<file path="config.mk">
export PLATFORM = sky130hd
export DESIGN_NAME = port_e_f_pin_control
export DESIGN_NICKNAME = d
export VERILOG_FILES = /design/src/inc/port_ef_pkg.sv /design/src/design/port_f_pin_mux.sv /design/src/design/port_e_upper_mux.sv /design/src/design/port_e_f_pin_control.sv
export VERILOG_INCLUDE_DIRS = /design/src /design/src/inc
export SDC_FILE = /design/constraint.sdc
export NUM_CORES = 1
export LEC_CHECK = 0
export BUFFER_PORTS_ARGS = -buffer_cell sky130_fd_sc_hd__buf_4
export CORE_ASPECT_RATIO = 1.75
export CORE_MARGIN = 4
export CORE_UTILIZATION = 45
export CTS_CLUSTER_SIZE = 20
export DETAILED_ROUTE_END_ITERATION = 16
export HOLD_SLACK_MARGIN = 0.03
export PLACE_DENSITY = 0.73
export SLEW_MARGIN = 20
export SYNTH_ARGS = -nofsm -noshare
export SYNTH_HDL_FRONTEND = slang
export SYNTH_SLANG_ARGS = --single-unit
</file>
<file path="constraint.sdc">
create_clock -name pclk -period 3.85 [get_ports pclk]
set_input_delay 0.5775 -clock pclk [delete_from_list [all_inputs] [get_ports pclk]]
set_output_delay 0.5775 -clock pclk [all_outputs]
set_load 0.005 [all_outputs]
</file>
<file path="src/inc/port_ef_map.svh">
// register offsets, field positions, reset values and codes for the port e/f block
`ifndef PORT_EF_MAP_SVH
`define PORT_EF_MAP_SVH

`define PEF_OFF_E_PIN      8'h00
`define PEF_OFF_E_LAT      8'h04
`define PEF_OFF_E_DIR      8'h08
`define PEF_OFF_A_LAT      8'h0C
`define PEF_OFF_F_PIN      8'h10
`define PEF_OFF_F_LAT      8'h14
`define PEF_OFF_F_DIR      8'h18
`define PEF_OFF_ANALOG     8'h1C

`define PEF_RST_LAT        8'h00
`define PEF_RST_DIR        8'hFF
`define PEF_RST_A_LAT      8'h00
`define PEF_RST_ANALOG     2'h0

`define PEF_BIT_E_PULLUP   6
`define PEF_BIT_D_PULLUP   7
`define PEF_BIT_CMP_OFF    0
`define PEF_BIT_DIGITAL    1

`define PEF_E_MASK_SMALL   8'h3F
`define PEF_E_MASK_FULL    8'hFF
`define PEF_F_MASK_SMALL   8'hFE
`define PEF_F_MASK_FULL    8'hFF
`define PEF_F_CMP_PINS     8'h7E
`define PEF_F_RF0          8'h01

`define PEF_STRAP_SMALL    2'h0
`define PEF_STRAP_MID      2'h1

`endif

</file>
<file path="src/inc/port_ef_pkg.sv">
// types shared by the port e/f pin control block
package port_ef_pkg;

  typedef enum logic [1:0] {
    pkg_small,
    pkg_mid,
    pkg_large
  } pkg_size_e;

  typedef enum logic [3:0] {
    sel_e_pin,
    sel_e_lat,
    sel_e_dir,
    sel_a_lat,
    sel_f_pin,
    sel_f_lat,
    sel_f_dir,
    sel_analog,
    sel_none
  } reg_sel_e;

  typedef logic [7:0] port_byte_t;

endpackage : port_ef_pkg

</file>
<file path="src/design/port_f_pin_mux.sv">
// next-value logic for the port f pin drivers
`timescale 1ns/100ps
module port_f_pin_mux (
  // register state
  input wire port_ef_pkg::port_byte_t lat,
  input wire port_ef_pkg::port_byte_t dir,
  input wire port_ef_pkg::port_byte_t width_mask,
  input wire logic comparators_on,
  // comparator outputs
  input wire logic comp1_out,
  input wire logic comp2_out,
  input wire logic [1:0] comp_out_en,
  // pin next values
  output port_ef_pkg::port_byte_t out_nxt,
  output port_ef_pkg::port_byte_t oe_nxt
);
  import port_ef_pkg::*;

  genvar i;
  generate
    for (i = 0; i < 8; i++) begin : g_pin
      logic cmp_own;
      // comparator 2 drives pin 1, comparator 1 drives pin 2
      if (i == 1) begin : g_c2
        assign cmp_own = comparators_on & comp_out_en[1];
        assign out_nxt[i] = cmp_own ? comp2_out : lat[i];
      end else if (i == 2) begin : g_c1
        assign cmp_own = comparators_on & comp_out_en[0];
        assign out_nxt[i] = cmp_own ? comp1_out : lat[i];
      end else begin : g_plain
        assign cmp_own = 1'b0;
        assign out_nxt[i] = lat[i] & ~cmp_own;
      end
      // direction 1 floats the driver, unimplemented pins never drive
      assign oe_nxt[i] = ~dir[i] & width_mask[i];
    end
  endgenerate

endmodule : port_f_pin_mux

</file>
<file path="src/design/port_e_upper_mux.sv">
// next-value logic for the port e pin drivers and pull-ups
`timescale 1ns/100ps
module port_e_upper_mux (
  // register state
  input wire port_ef_pkg::port_byte_t lat,
  input wire port_ef_pkg::port_byte_t dir,
  input wire port_ef_pkg::port_byte_t width_mask,
  input wire port_ef_pkg::pkg_size_e pkg,
  input wire logic pullup_en,
  // configuration
  input wire logic pwm_pin_map_select,
  input wire logic capture2_pin_map_select,
  input wire logic mcu_mode,
  // external memory bus, bits 13 to 15
  input wire logic ext_bus_active,
  input wire logic [2:0] ext_bus_ad_out,
  input wire logic [2:0] ext_bus_ad_oe,
  // pwm and compare sources
  input wire logic pwm1_channel_b,
  input wire logic pwm1_channel_c,
  input wire logic pwm1_tristate,
  input wire logic capture_compare_2_out,
  input wire logic pwm2_tristate,
  // pin next values
  output port_ef_pkg::port_byte_t out_nxt,
  output port_ef_pkg::port_byte_t oe_nxt,
  output port_ef_pkg::port_byte_t pu_nxt
);
  import port_ef_pkg::*;

  logic bus_own;
  logic pwm_map;
  logic ccp_map;
  port_byte_t alt_own;
  port_byte_t alt_val;
  port_byte_t alt_tri;

  assign bus_own = ext_bus_active & (pkg == pkg_large);
  assign pwm_map = pwm_pin_map_select & (pkg != pkg_small);
  assign ccp_map = ~capture2_pin_map_select & mcu_mode & (pkg != pkg_small);

  always_comb begin
    alt_own = 8'h00;
    alt_val = 8'h00;
    alt_tri = 8'h00;
    if (pwm_map) begin
      alt_own[5] = 1'b1;
      alt_val[5] = pwm1_channel_c;
      alt_tri[5] = pwm1_tristate;
      alt_own[6] = 1'b1;
      alt_val[6] = pwm1_channel_b;
      alt_tri[6] = pwm1_tristate;
    end
    if (ccp_map) begin
      alt_own[7] = 1'b1;
      alt_val[7] = capture_compare_2_out;
      alt_tri[7] = pwm2_tristate;
    end
  end

  always_comb begin
    out_nxt = 8'h00;
    oe_nxt = 8'h00;
    pu_nxt = 8'h00;
    for (int i = 0; i < 8; i++) begin
      if (!width_mask[i]) begin
        out_nxt[i] = 1'b0;
      end else if (i >= 5 && bus_own) begin
        // bus ignores the direction bits
        out_nxt[i] = ext_bus_ad_out[i-5];
        oe_nxt[i] = ext_bus_ad_oe[i-5];
      end else if (!dir[i]) begin
        out_nxt[i] = alt_own[i] ? alt_val[i] : lat[i];
        oe_nxt[i] = ~(alt_own[i] & alt_tri[i]);
      end else begin
        pu_nxt[i] = pullup_en;
      end
    end
  end

endmodule : port_e_upper_mux

</file>
<file path="src/design/port_e_f_pin_control.sv">
// apb register file and pin control for port e (upper pins) and port f
//
// Design decisions made here: the address map and the APB slave port.
`timescale 1ns/100ps
`include "port_ef_map.svh"
module port_e_f_pin_control (
  // apb slave
  input wire logic pclk,
  input wire logic presetn,
  input wire logic psel,
  input wire logic penable,
  input wire logic pwrite,
  input wire logic [7:0] paddr,
  input wire logic [31:0] pwdata,
  output logic [31:0] prdata,
  output logic pready,
  output logic pslverr,
  // device configuration
  input wire logic [1:0] pkg_size_strap,
  input wire logic pwm_pin_map_select,
  input wire logic capture2_pin_map_select,
  input wire logic mcu_mode,
  // port e pins
  input wire port_ef_pkg::port_byte_t pe_in,
  output port_ef_pkg::port_byte_t pe_out,
  output port_ef_pkg::port_byte_t pe_oe,
  output port_ef_pkg::port_byte_t pe_pullup,
  // external memory bus, bits 13 to 15
  input wire logic ext_bus_active,
  input wire logic [2:0] ext_bus_ad_out,
  input wire logic [2:0] ext_bus_ad_oe,
  output logic [2:0] ext_bus_ad_in,
  // pwm and capture/compare
  input wire logic pwm1_channel_b,
  input wire logic pwm1_channel_c,
  input wire logic pwm1_tristate,
  input wire logic capture_compare_2_out,
  input wire logic pwm2_tristate,
  output logic capture_compare_2_in,
  // port f pins
  input wire port_ef_pkg::port_byte_t pf_in,
  output port_ef_pkg::port_byte_t pf_out,
  output port_ef_pkg::port_byte_t pf_oe,
  output port_ef_pkg::port_byte_t pf_analog,
  // comparator outputs
  input wire logic comp1_out,
  input wire logic comp2_out,
  input wire logic [1:0] comp_out_en,
  // port d pull-up control
  output logic port_d_pullup_enable
);
  import port_ef_pkg::*;

  // address decode, shared by read and write paths
  function automatic reg_sel_e decode_addr(input logic [7:0] addr);
    reg_sel_e sel;
    sel = sel_none;
    if (addr == `PEF_OFF_E_PIN) begin
      sel = sel_e_pin;
    end else if (addr == `PEF_OFF_E_LAT) begin
      sel = sel_e_lat;
    end else if (addr == `PEF_OFF_E_DIR) begin
      sel = sel_e_dir;
    end else if (addr == `PEF_OFF_A_LAT) begin
      sel = sel_a_lat;
    end else if (addr == `PEF_OFF_F_PIN) begin
      sel = sel_f_pin;
    end else if (addr == `PEF_OFF_F_LAT) begin
      sel = sel_f_lat;
    end else if (addr == `PEF_OFF_F_DIR) begin
      sel = sel_f_dir;
    end else if (addr == `PEF_OFF_ANALOG) begin
      sel = sel_analog;
    end
    return sel;
  endfunction : decode_addr

  function automatic port_byte_t e_width(input pkg_size_e p);
    return (p == pkg_small) ? `PEF_E_MASK_SMALL : `PEF_E_MASK_FULL;
  endfunction : e_width

  function automatic port_byte_t f_width(input pkg_size_e p);
    return (p == pkg_large) ? `PEF_F_MASK_FULL : `PEF_F_MASK_SMALL;
  endfunction : f_width

  // package strap
  pkg_size_e pkg_r;
  logic strap_done_r;

  // registers
  port_byte_t e_lat_r;
  port_byte_t e_dir_r;
  port_byte_t a_lat_r;
  port_byte_t f_lat_r;
  port_byte_t f_dir_r;
  logic [1:0] analog_r;

  // pin samples
  port_byte_t pe_in_r;
  port_byte_t pf_in_r;

  // bus state
  logic [31:0] prdata_r;
  logic pready_r;
  logic pslverr_r;

  // pin output flops
  port_byte_t pe_out_r;
  port_byte_t pe_oe_r;
  port_byte_t pe_pullup_r;
  port_byte_t pf_out_r;
  port_byte_t pf_oe_r;
  port_byte_t pf_analog_r;
  logic [2:0] ext_bus_ad_in_r;
  logic capture_compare_2_in_r;

  reg_sel_e sel;
  logic setup_go;
  logic write_go;
  port_byte_t e_mask;
  port_byte_t f_mask;
  port_byte_t f_digital;
  port_byte_t wbyte;
  logic comparators_on;
  logic [31:0] prdata_nxt;
  port_byte_t pe_out_nxt;
  port_byte_t pe_oe_nxt;
  port_byte_t pe_pu_nxt;
  port_byte_t pf_out_nxt;
  port_byte_t pf_oe_nxt;

  assign sel = decode_addr(paddr);
  assign setup_go = psel & ~penable & ~pready_r;
  assign write_go = psel & penable & pready_r & pwrite;
  assign wbyte = pwdata[7:0];
  assign e_mask = e_width(pkg_r);
  assign f_mask = f_width(pkg_r);
  assign comparators_on = ~analog_r[`PEF_BIT_CMP_OFF];

  // digital input path per port f pin
  always_comb begin
    f_digital = f_mask;
    if (!analog_r[`PEF_BIT_DIGITAL]) begin
      f_digital = f_digital & ~(`PEF_F_CMP_PINS | `PEF_F_RF0);
    end
    if (comparators_on) begin
      f_digital = f_digital & ~`PEF_F_CMP_PINS;
    end
  end

  // strap caught once after reset release
  always_ff @(posedge pclk or negedge presetn) begin
    if (!presetn) begin
      pkg_r <= pkg_small;
      strap_done_r <= 1'b0;
    end else if (!strap_done_r) begin
      strap_done_r <= 1'b1;
      if (pkg_size_strap == `PEF_STRAP_SMALL) begin
        pkg_r <= pkg_small;
      end else if (pkg_size_strap == `PEF_STRAP_MID) begin
        pkg_r <= pkg_mid;
      end else begin
        pkg_r <= pkg_large;
      end
    end
  end

  // port e latch and direction
  always_ff @(posedge pclk or negedge presetn) begin
    if (!presetn) begin
      e_lat_r <= `PEF_RST_LAT;
      e_dir_r <= `PEF_RST_DIR;
    end else if (write_go) begin
      if (sel == sel_e_pin || sel == sel_e_lat) begin
        e_lat_r <= wbyte & e_mask;
      end else if (sel == sel_e_dir) begin
        e_dir_r <= wbyte & e_mask;
      end
    end
  end

  // port a latch carries both pull-up enables
  always_ff @(posedge pclk or negedge presetn) begin
    if (!presetn) begin
      a_lat_r <= `PEF_RST_A_LAT;
    end else if (write_go && sel == sel_a_lat) begin
      a_lat_r <= wbyte;
    end
  end

  // port f latch, direction and analog control
  always_ff @(posedge pclk or negedge presetn) begin
    if (!presetn) begin
      f_lat_r <= `PEF_RST_LAT;
      f_dir_r <= `PEF_RST_DIR;
      analog_r <= `PEF_RST_ANALOG;
    end else if (write_go) begin
      if (sel == sel_f_pin || sel == sel_f_lat) begin
        f_lat_r <= wbyte & f_mask;
      end else if (sel == sel_f_dir) begin
        f_dir_r <= wbyte & f_mask;
      end else if (sel == sel_analog) begin
        analog_r <= wbyte[1:0];
      end
    end
  end

  // pin samples
  always_ff @(posedge pclk or negedge presetn) begin
    if (!presetn) begin
      pe_in_r <= 8'h00;
      pf_in_r <= 8'h00;
    end else begin
      pe_in_r <= pe_in;
      pf_in_r <= pf_in;
    end
  end

  // read mux
  always_comb begin
    prdata_nxt = 32'h00000000;
    if (sel == sel_e_pin) begin
      prdata_nxt[7:0] = pe_in_r & e_mask;
    end else if (sel == sel_e_lat) begin
      prdata_nxt[7:0] = e_lat_r & e_mask;
    end else if (sel == sel_e_dir) begin
      prdata_nxt[7:0] = e_dir_r & e_mask;
    end else if (sel == sel_a_lat) begin
      prdata_nxt[7:0] = a_lat_r;
    end else if (sel == sel_f_pin) begin
      prdata_nxt[7:0] = pf_in_r & f_digital;
    end else if (sel == sel_f_lat) begin
      prdata_nxt[7:0] = f_lat_r & f_mask;
    end else if (sel == sel_f_dir) begin
      prdata_nxt[7:0] = f_dir_r & f_mask;
    end else if (sel == sel_analog) begin
      prdata_nxt[1:0] = analog_r;
    end
  end

  // apb answer: ready in the first access cycle
  always_ff @(posedge pclk or negedge presetn) begin
    if (!presetn) begin
      pready_r <= 1'b0;
      prdata_r <= 32'h00000000;
      pslverr_r <= 1'b0;
    end else if (setup_go) begin
      pready_r <= 1'b1;
      prdata_r <= pwrite ? 32'h00000000 : prdata_nxt;
      pslverr_r <= (sel == sel_none);
    end else begin
      pready_r <= 1'b0;
      prdata_r <= 32'h00000000;
      pslverr_r <= 1'b0;
    end
  end

  port_e_upper_mux u_port_e_mux (
    .lat(e_lat_r),
    .dir(e_dir_r),
    .width_mask(e_mask),
    .pkg(pkg_r),
    .pullup_en(a_lat_r[`PEF_BIT_E_PULLUP]),
    .pwm_pin_map_select(pwm_pin_map_select),
    .capture2_pin_map_select(capture2_pin_map_select),
    .mcu_mode(mcu_mode),
    .ext_bus_active(ext_bus_active),
    .ext_bus_ad_out(ext_bus_ad_out),
    .ext_bus_ad_oe(ext_bus_ad_oe),
    .pwm1_channel_b(pwm1_channel_b),
    .pwm1_channel_c(pwm1_channel_c),
    .pwm1_tristate(pwm1_tristate),
    .capture_compare_2_out(capture_compare_2_out),
    .pwm2_tristate(pwm2_tristate),
    .out_nxt(pe_out_nxt),
    .oe_nxt(pe_oe_nxt),
    .pu_nxt(pe_pu_nxt)
  );

  port_f_pin_mux u_port_f_mux (
    .lat(f_lat_r),
    .dir(f_dir_r),
    .width_mask(f_mask),
    .comparators_on(comparators_on),
    .comp1_out(comp1_out),
    .comp2_out(comp2_out),
    .comp_out_en(comp_out_en),
    .out_nxt(pf_out_nxt),
    .oe_nxt(pf_oe_nxt)
  );

  // registered pin drivers
  always_ff @(posedge pclk or negedge presetn) begin
    if (!presetn) begin
      pe_out_r <= 8'h00;
      pe_oe_r <= 8'h00;
      pe_pullup_r <= 8'h00;
      pf_out_r <= 8'h00;
      pf_oe_r <= 8'h00;
      pf_analog_r <= `PEF_F_CMP_PINS;
    end else begin
      pe_out_r <= pe_out_nxt;
      pe_oe_r <= pe_oe_nxt;
      pe_pullup_r <= pe_pu_nxt;
      pf_out_r <= pf_out_nxt;
      pf_oe_r <= pf_oe_nxt;
      pf_analog_r <= f_mask & ~f_digital & ~8'h80;
    end
  end

  // inputs handed to the alternate functions
  always_ff @(posedge pclk or negedge presetn) begin
    if (!presetn) begin
      ext_bus_ad_in_r <= 3'h0;
      capture_compare_2_in_r <= 1'b0;
    end else begin
      ext_bus_ad_in_r <= pe_in_r[7:5];
      capture_compare_2_in_r <= pe_in_r[7] & e_dir_r[7];
    end
  end

  assign prdata = prdata_r;
  assign pready = pready_r;
  assign pslverr = pslverr_r;
  assign pe_out = pe_out_r;
  assign pe_oe = pe_oe_r;
  assign pe_pullup = pe_pullup_r;
  assign pf_out = pf_out_r;
  assign pf_oe = pf_oe_r;
  assign pf_analog = pf_analog_r;
  assign ext_bus_ad_in = ext_bus_ad_in_r;
  assign capture_compare_2_in = capture_compare_2_in_r;
  assign port_d_pullup_enable = a_lat_r[`PEF_BIT_D_PULLUP];

endmodule : port_e_f_pin_control

</file>
==> impl_metrics.tcl, run 1 <==
set metrics [dict create \
    outcome "complete, no violations" \
    cts.repair.resized 0 \
    slew_headroom_pct 50.6 \
    synth_ff_type "dfrtp_1" \
    maxCapViolations 0 \
    path_cells "buf_4 -> or4_1 -> nor3_4 -> nand4_2 -> mux2_2" \
    placedInstanceArea_mm2 0.00581 \
    routed_wl_um 11400 \
    p_per_area_mw_per_mm2 482 \
    endpoint_kind "flop" \
    dr.pass1.iters 5 \
    wl_per_cell_um 17.5 \
    numCtsBuffers 17 \
    crit_type "in -> reg" \
    max_freq_ghz 0.416 \
    layout_common_cells "buf_4, dfrtp_1, mux2_2" \
    root_buffer "clkbuf_16" \
    synthToLayoutAreaGrowth_pct 29.5 \
    rr_startpoint "pready" \
    grt_overflow_total 0 \
    placementRows 50 \
    skew_ns 0.00922 \
    nets 591 \
    fill_cells 906 \
    num_antenna_cells 0 \
    insertion_delay_ns 0.40 \
    antenna_found_initial 0 \
    power_uw 3100 \
    route.detailed.drc 0 \
    ys_ff_latch 117 \
    mostFrequentLayoutCell "buf_4" \
    required_ns 4.14 \
    dp_hpwl_um 8280 \
    netlist_area_mm2 0.00497 \
    core_area_mm2 0.0108 \
    hold_viol 0 \
    grt.total_usage_pct 18.8 \
    route.met2.wl_um 6080 \
    cts_tree "built" \
    ys_async_sr_fraction_pct 100 \
    die_area_mm2 0.0128 \
    hold_class "in -> async" \
    rsz0062_at_grt "false" \
    synth_area_leaders "dfrtp_1, mux2_2, dfstp_2, buf_4, mux2i_1" \
    final_area_mm2 0.00643 \
    clock_sinks 117 \
    slew_violations 0 \
    slowest_delay_ns 0.75 \
    syn_inst 397 \
    post_cts_buffers 0 \
    dr_wl_met3_um 700 \
    cp-start-kind "primary input" \
    clockBufferDepth 2 \
    via_per_inst 5.11 \
    drive_gt1_share_pct 42.5 \
    portBuffers 119 \
    cp.arrival_ns 2.69 \
    ys_seq_area_share_pct 59.4 \
    met1_length_um 4270 \
    start_util_pct 46.2 \
    grt_max_degree 61 \
    setup_violations 0 \
    regArea_mm2 0.00295 \
    gp_congestion 0.807 \
    synth_area_per_cell_um2 12.5 \
    grt_pass1_wl_um 18300 \
    fin_crit_ns 2.41 \
    multiInputGateArea_mm2 0.00173 \
    synth_top_area_share_pct 50.4 \
    tightestPinTransition_ns 0.741 \
    htree_levels 4 \
    worst-path-max-fanout 11 \
    drt.antenna.violating_nets 0 \
    synth_edf_count 0 \
    drt_iter0_markers 142 \
    clk_pin_slew_ns 0.05 \
    dieWidth_um 87.4 \
    highest_layer "met4" \
    chipHeight_um 147 \
    cp-startpoint "paddr[6]" \
    setup-tns-final_ns 0 \
    yosys_warnings 0 \
    grt_pass1_vias 3546 \
    leakagePower_uw 0.00307 \
    ir_drop_v 0.000472 \
    ios 169 \
    holdBufCountCts 0 \
    worst_path_max_delay_cell "or4_1" \
    ys_types 49 \
    post-route-period-util_pct 62.5 \
    vias 3331 \
    yosys.area.top_type "dfrtp_1" \
]
## layer usage
metal,GRT usage (%),vias to the layer above
met3,5.05,27
li1,-,1553
met5,0,-
met2,32.2,128
met4,8.53,0
met1,21.5,1623
## per-stage QoR
step                      setup slack (ns)  util [%]  cells  hold WS [ns]
after floorplan                       1.61         -    421         0.282
after global placement                1.04      54.0    620         0.391
after detailed placement              1.01      54.0    620         0.394
after CTS                             1.43      59.7    652         0.251
after global routing                  1.30      59.7    652         0.253
final                                 1.44      59.7    652         0.232
## cell usage after synthesis, drive strengths merged (3+ instances only)
library cell  number
a211oi             4
a21oi              8
a221oi             6
and2              12
and3               3
buf               36
clkbuf            15
dfrtp            100
dfstp             17
inv               16
mux2              45
mux2i             10
nand2             23
nand2b             7
nand3              6
nor2              13
nor2b             11
nor3               3
nor3b              4
o2111ai            4
o211ai             8
o21ai             13
or2                3
## power breakdown
| part | internal, µW | switching, µW | total, µW |
|---|---|---|---|
| sequential | 1260 | 16.3 | 1280 |
| clock | 1110 | 523 | 1630 |
| combinational | 88.2 | 102 | 190 |
## final cells by class
cell class | instances | area share (%)
clock buffers | 22 | 7.22
repair buffers | 120 | 14.2
clock inverters | 10 | 2.37
multi-input cells | 237 | 26.9
well taps | 130 | 2.53
flip-flops and latches | 117 | 45.9
inverters | 16 | 0.934
## critical path, delay by kind of cell
kind | cells | cell delay [ns]
mux | 1 | 0.37
buf+inv | 1 | 0.11
simple gates | 3 | 1.63
## final timing paths
| kind | cells past startpoint | to | slack (ns) |
|---|---|---|---|
| worst max-delay path | 5 | a_lat_r[6] | 1.44 |
| worst min-delay path | 1 | strap_done_r | 0.23 |
| worst max register to register | 4 | prdata[2] | 1.89 |
| worst min register to register | 0 | ext_bus_ad_in[0] | 0.41 |
| max in group asynchronous | 2 | f_dir_r[3] | 2.79 |
| min in group pclk | 1 | pe_in_r[3] | 0.28 |
## cells by family (layout without fill, tap and decap cells)
logic type | after synthesis | in the layout | share of synthesized area [%]
other | 2 | 26 | 0.151
buffers and inverters | 67 | 168 | 7.66
AND/OR/NAND/NOR | 101 | 101 | 13.0
flip-flops | 117 | 117 | 59.4
AO/OA/AOI/OAI | 55 | 55 | 7.63
multiplexers | 55 | 55 | 12.2
Note: power is estimated with default switching activity, not from simulation.
==> run 2, diff against run 1 <==
--- a/config.mk
+++ b/config.mk
@@ -6,6 +6,7 @@
 export SDC_FILE = /design/constraint.sdc
 export NUM_CORES = 1
 export LEC_CHECK = 0
+export ABC_AREA = 1
 export BUFFER_PORTS_ARGS = -buffer_cell sky130_fd_sc_hd__buf_4
 export CORE_ASPECT_RATIO = 1.75
 export CORE_MARGIN = 4
@@ -13,7 +14,7 @@
 export CTS_CLUSTER_SIZE = 20
 export DETAILED_ROUTE_END_ITERATION = 16
 export HOLD_SLACK_MARGIN = 0.03
-export PLACE_DENSITY = 0.73
+export PLACE_DENSITY = 0.75
 export SLEW_MARGIN = 20
 export SYNTH_ARGS = -nofsm -noshare
 export SYNTH_HDL_FRONTEND = slang
==> constraint.sdc (replaced) <==
create_clock -name pclk -period 2.2 [get_ports pclk]
set_input_delay 0.33 -clock pclk [delete_from_list [all_inputs] [get_ports pclk]]
set_output_delay 0.33 -clock pclk [all_outputs]
set_load 0.005 [all_outputs]
==> run 2 against run 1 <==
  * Die area up 1.1%
  * Worst hold slack lost 0.11 ns
  * Synthesized area up 1.2%
  * Worst setup slack got worse by 0.99 ns
==> impl_metrics.tcl, run 2 <==
set metrics [dict create \
    worst-path-max-fanout 8 \
    crit_type "reg -> reg" \
    mostFrequentLayoutCell "buf_4" \
    wl_per_cell_um 15.5 \
    root_buffer "clkbuf_16" \
    dp_hpwl_um 9430 \
    grt_pass1_wl_um 20900 \
    gp_congestion 0.873 \
    drt_iter0_markers 243 \
    yosysMostFrequentCell "nand2_1" \
    synth_area_per_cell_um2 9.47 \
    antenna_found_initial 0 \
    final_area_mm2 0.00671 \
    netlist_area_mm2 0.00503 \
    route.detailed.drc 0 \
    vias 4038 \
    htree_levels 4 \
    syn_inst 531 \
    power.switching_uw 1150 \
    setup-tns-final_ns 0 \
    outcome "complete, no violations" \
    placedInstanceArea_mm2 0.00594 \
    chipHeight_um 148 \
    dr.pass1.iters 4 \
    max_freq_ghz 0.574 \
    synth_edf_count 0 \
    core_area_mm2 0.0108 \
    clk_pin_slew_ns 0.05 \
    synthToLayoutAreaGrowth_pct 33.5 \
    worst_path_max_delay_cell "dfrtp_1" \
    yosys_warnings 0 \
    cp.arrival_ns 2.03 \
    setup_violations 0 \
    ys_ff_latch 117 \
    dieWidth_um 87.9 \
    ys_seq_area_share_pct 58.7 \
    nets 761 \
    clockPowerShare_pct 51.3 \
    grt_max_degree 60 \
    cp-start-kind "flop" \
    die_area_mm2 0.0130 \
    path_cells "nor2_1 -> nand2_1 -> inv_1 -> or2_2 -> a21oi_1 -> o21ai_1 -> a21oi_1" \
    ys_async_sr_fraction_pct 100 \
    placementRows 50 \
    layout_common_cells "buf_4, nand2_1, dfrtp_1" \
    portBuffers 119 \
    ir_drop_v 0.000567 \
    synthTopCellsByCount "nand2_1, dfrtp_1, inv_1" \
    via_per_inst 4.92 \
    fin_crit_ns 1.74 \
    required_ns 2.49 \
    cts.repair.resized 0 \
    skew_ns 0.00639 \
    clockBufferDepth 2 \
    p_per_area_mw_per_mm2 793 \
    leakagePower_uw 0.00334 \
    endpoint_kind "flop" \
    maxCapViolations 0 \
    rsz0062_at_grt "false" \
    num_antenna_cells 0 \
    critical_path.most_common_cell "a21oi_1" \
    clock_sinks 117 \
    routed_wl_um 12800 \
    grt.total_usage_pct 21.0 \
    numCtsBuffers 17 \
    hold_class "in -> reg" \
    synth_ff_type "dfrtp_1" \
    post-route-period-util_pct 79.2 \
    power_uw 5320 \
    intPower_uw 4170 \
    slowest_delay_ns 0.40 \
    grt_pass1_vias 4289 \
    drive_gt1_share_pct 31.3 \
    synth_area_leaders "dfrtp_1, dfstp_2, nand2_1, inv_1, buf_4" \
    insertion_delay_ns 0.41 \
    drt.antenna.violating_nets 0 \
    yosys.area.top_type "dfrtp_1" \
    sequentialPowerShare_pct 42.0 \
    hold_viol 0 \
    swShare_pct 21.6 \
    cts_tree "built" \
    slew_violations 0 \
    p_comb_share_pct 6.7 \
    ys_types 37 \
    synth_top_area_share_pct 49.8 \
    grt_overflow_total 0 \
    ios 169 \
    start_util_pct 46.5 \
]
-- run 2: changes by cell type after synthesis, moves of 8 or more --
| cell | change |
|---|---|
| a21oi_1 | +8 |
| and2_1 | -12 |
| clkbuf_1 | -14 |
| inv_1 | +59 |
| mux2_2 | -45 |
| mux2i_1 | -10 |
| nand2_1 | +93 |
| nand3_1 | +18 |
| nor2_1 | +17 |
| nor2b_1 | -11 |
| o21ai_0 | +25 |
| o21ai_2 | +16 |
-- run 2: final timing paths --
path / endpoint / from / depth (start not counted) / slack [ns]
min in group asynchronous: pf_in_r[0] / presetn / 2 / 0.38
worst max register to register: pe_out[7] / pkg_r[0] / 7 / 0.46
worst min-delay path: pf_out[2] / comp_out_en[0] / 2 / 0.12
worst min register to register: pf_out[7] / f_lat_r[7] / 0 / 0.40
worst max-delay path: pe_out[7] / pkg_r[0] / 7 / 0.46
max in group asynchronous: e_dir_r[6] / presetn / 3 / 1.06
-- run 2: final cells by class --
class	instances	area, µm²
Multi-Input combinational cell	321	1580
Tap cell	130	163
Clock inverter	8	97.6
Clock buffer	23	498
Fill cell	892	4110
Inverter	81	305
Sequential cell	117	2950
Timing Repair Buffer	141	1110
-- run 2: stage by stage --
| stage | utilization (%) | hold slack (ns) | std cells | setup WS, ns |
|---|---|---|---|---|
| 5_1_grt | 62.0 | 0.117 | 821 | 0.284 |
| 3_3_place_gp | 54.9 | 0.266 | 773 | 0.397 |
| 6_report | 62.0 | 0.124 | 821 | 0.458 |
| 4_1_cts | 62.0 | 0.114 | 821 | 0.469 |
| 3_5_place_dp | 54.9 | 0.273 | 773 | 0.366 |
| 2_1_floorplan | - | 0.0344 | 555 | 0.804 |
-- run 2: cells by family after synthesis --
kind of cell | synth area share, %
compound gates | 10.9
buf+inv | 11.6
flops | 58.7
other cells | 0.149
simple gates | 18.7
-- run 2: power by group through the flow --
stage	logic, µW	clock network [µW]	registers, µW
finish	357	2730	2230
global route	401	2880	2240
CTS	360	2770	2230
detailed placement	334	0	2270
global placement	325	0	2260
floorplan	147	0	2260
-- run 2: critical path: cells and delay by family, from the launching register on --
| kind | cells | cell delay (ns) |
|---|---|---|
| buffers and inverters | 1 | 0.25 |
| AND/OR/NAND/NOR | 3 | 0.78 |
| flip-flops | 1 | 0.40 |
| AO/OA/AOI/OAI | 3 | 0.19 |
-- run 2: layer usage --
layer	GRT usage, %	wire [µm]
met2	36.2	6840
met1	23.4	4670
met4	10.1	436
met5	0	0
met3	5.69	815
-- run 2: timing repair --
| item | in CTS | in global routing |
|---|---|---|
| endpoints found under the hold margin | 40 | 0 |
| hold buffers | 17 | 0 |
| setup buffers | 0 | 0 |
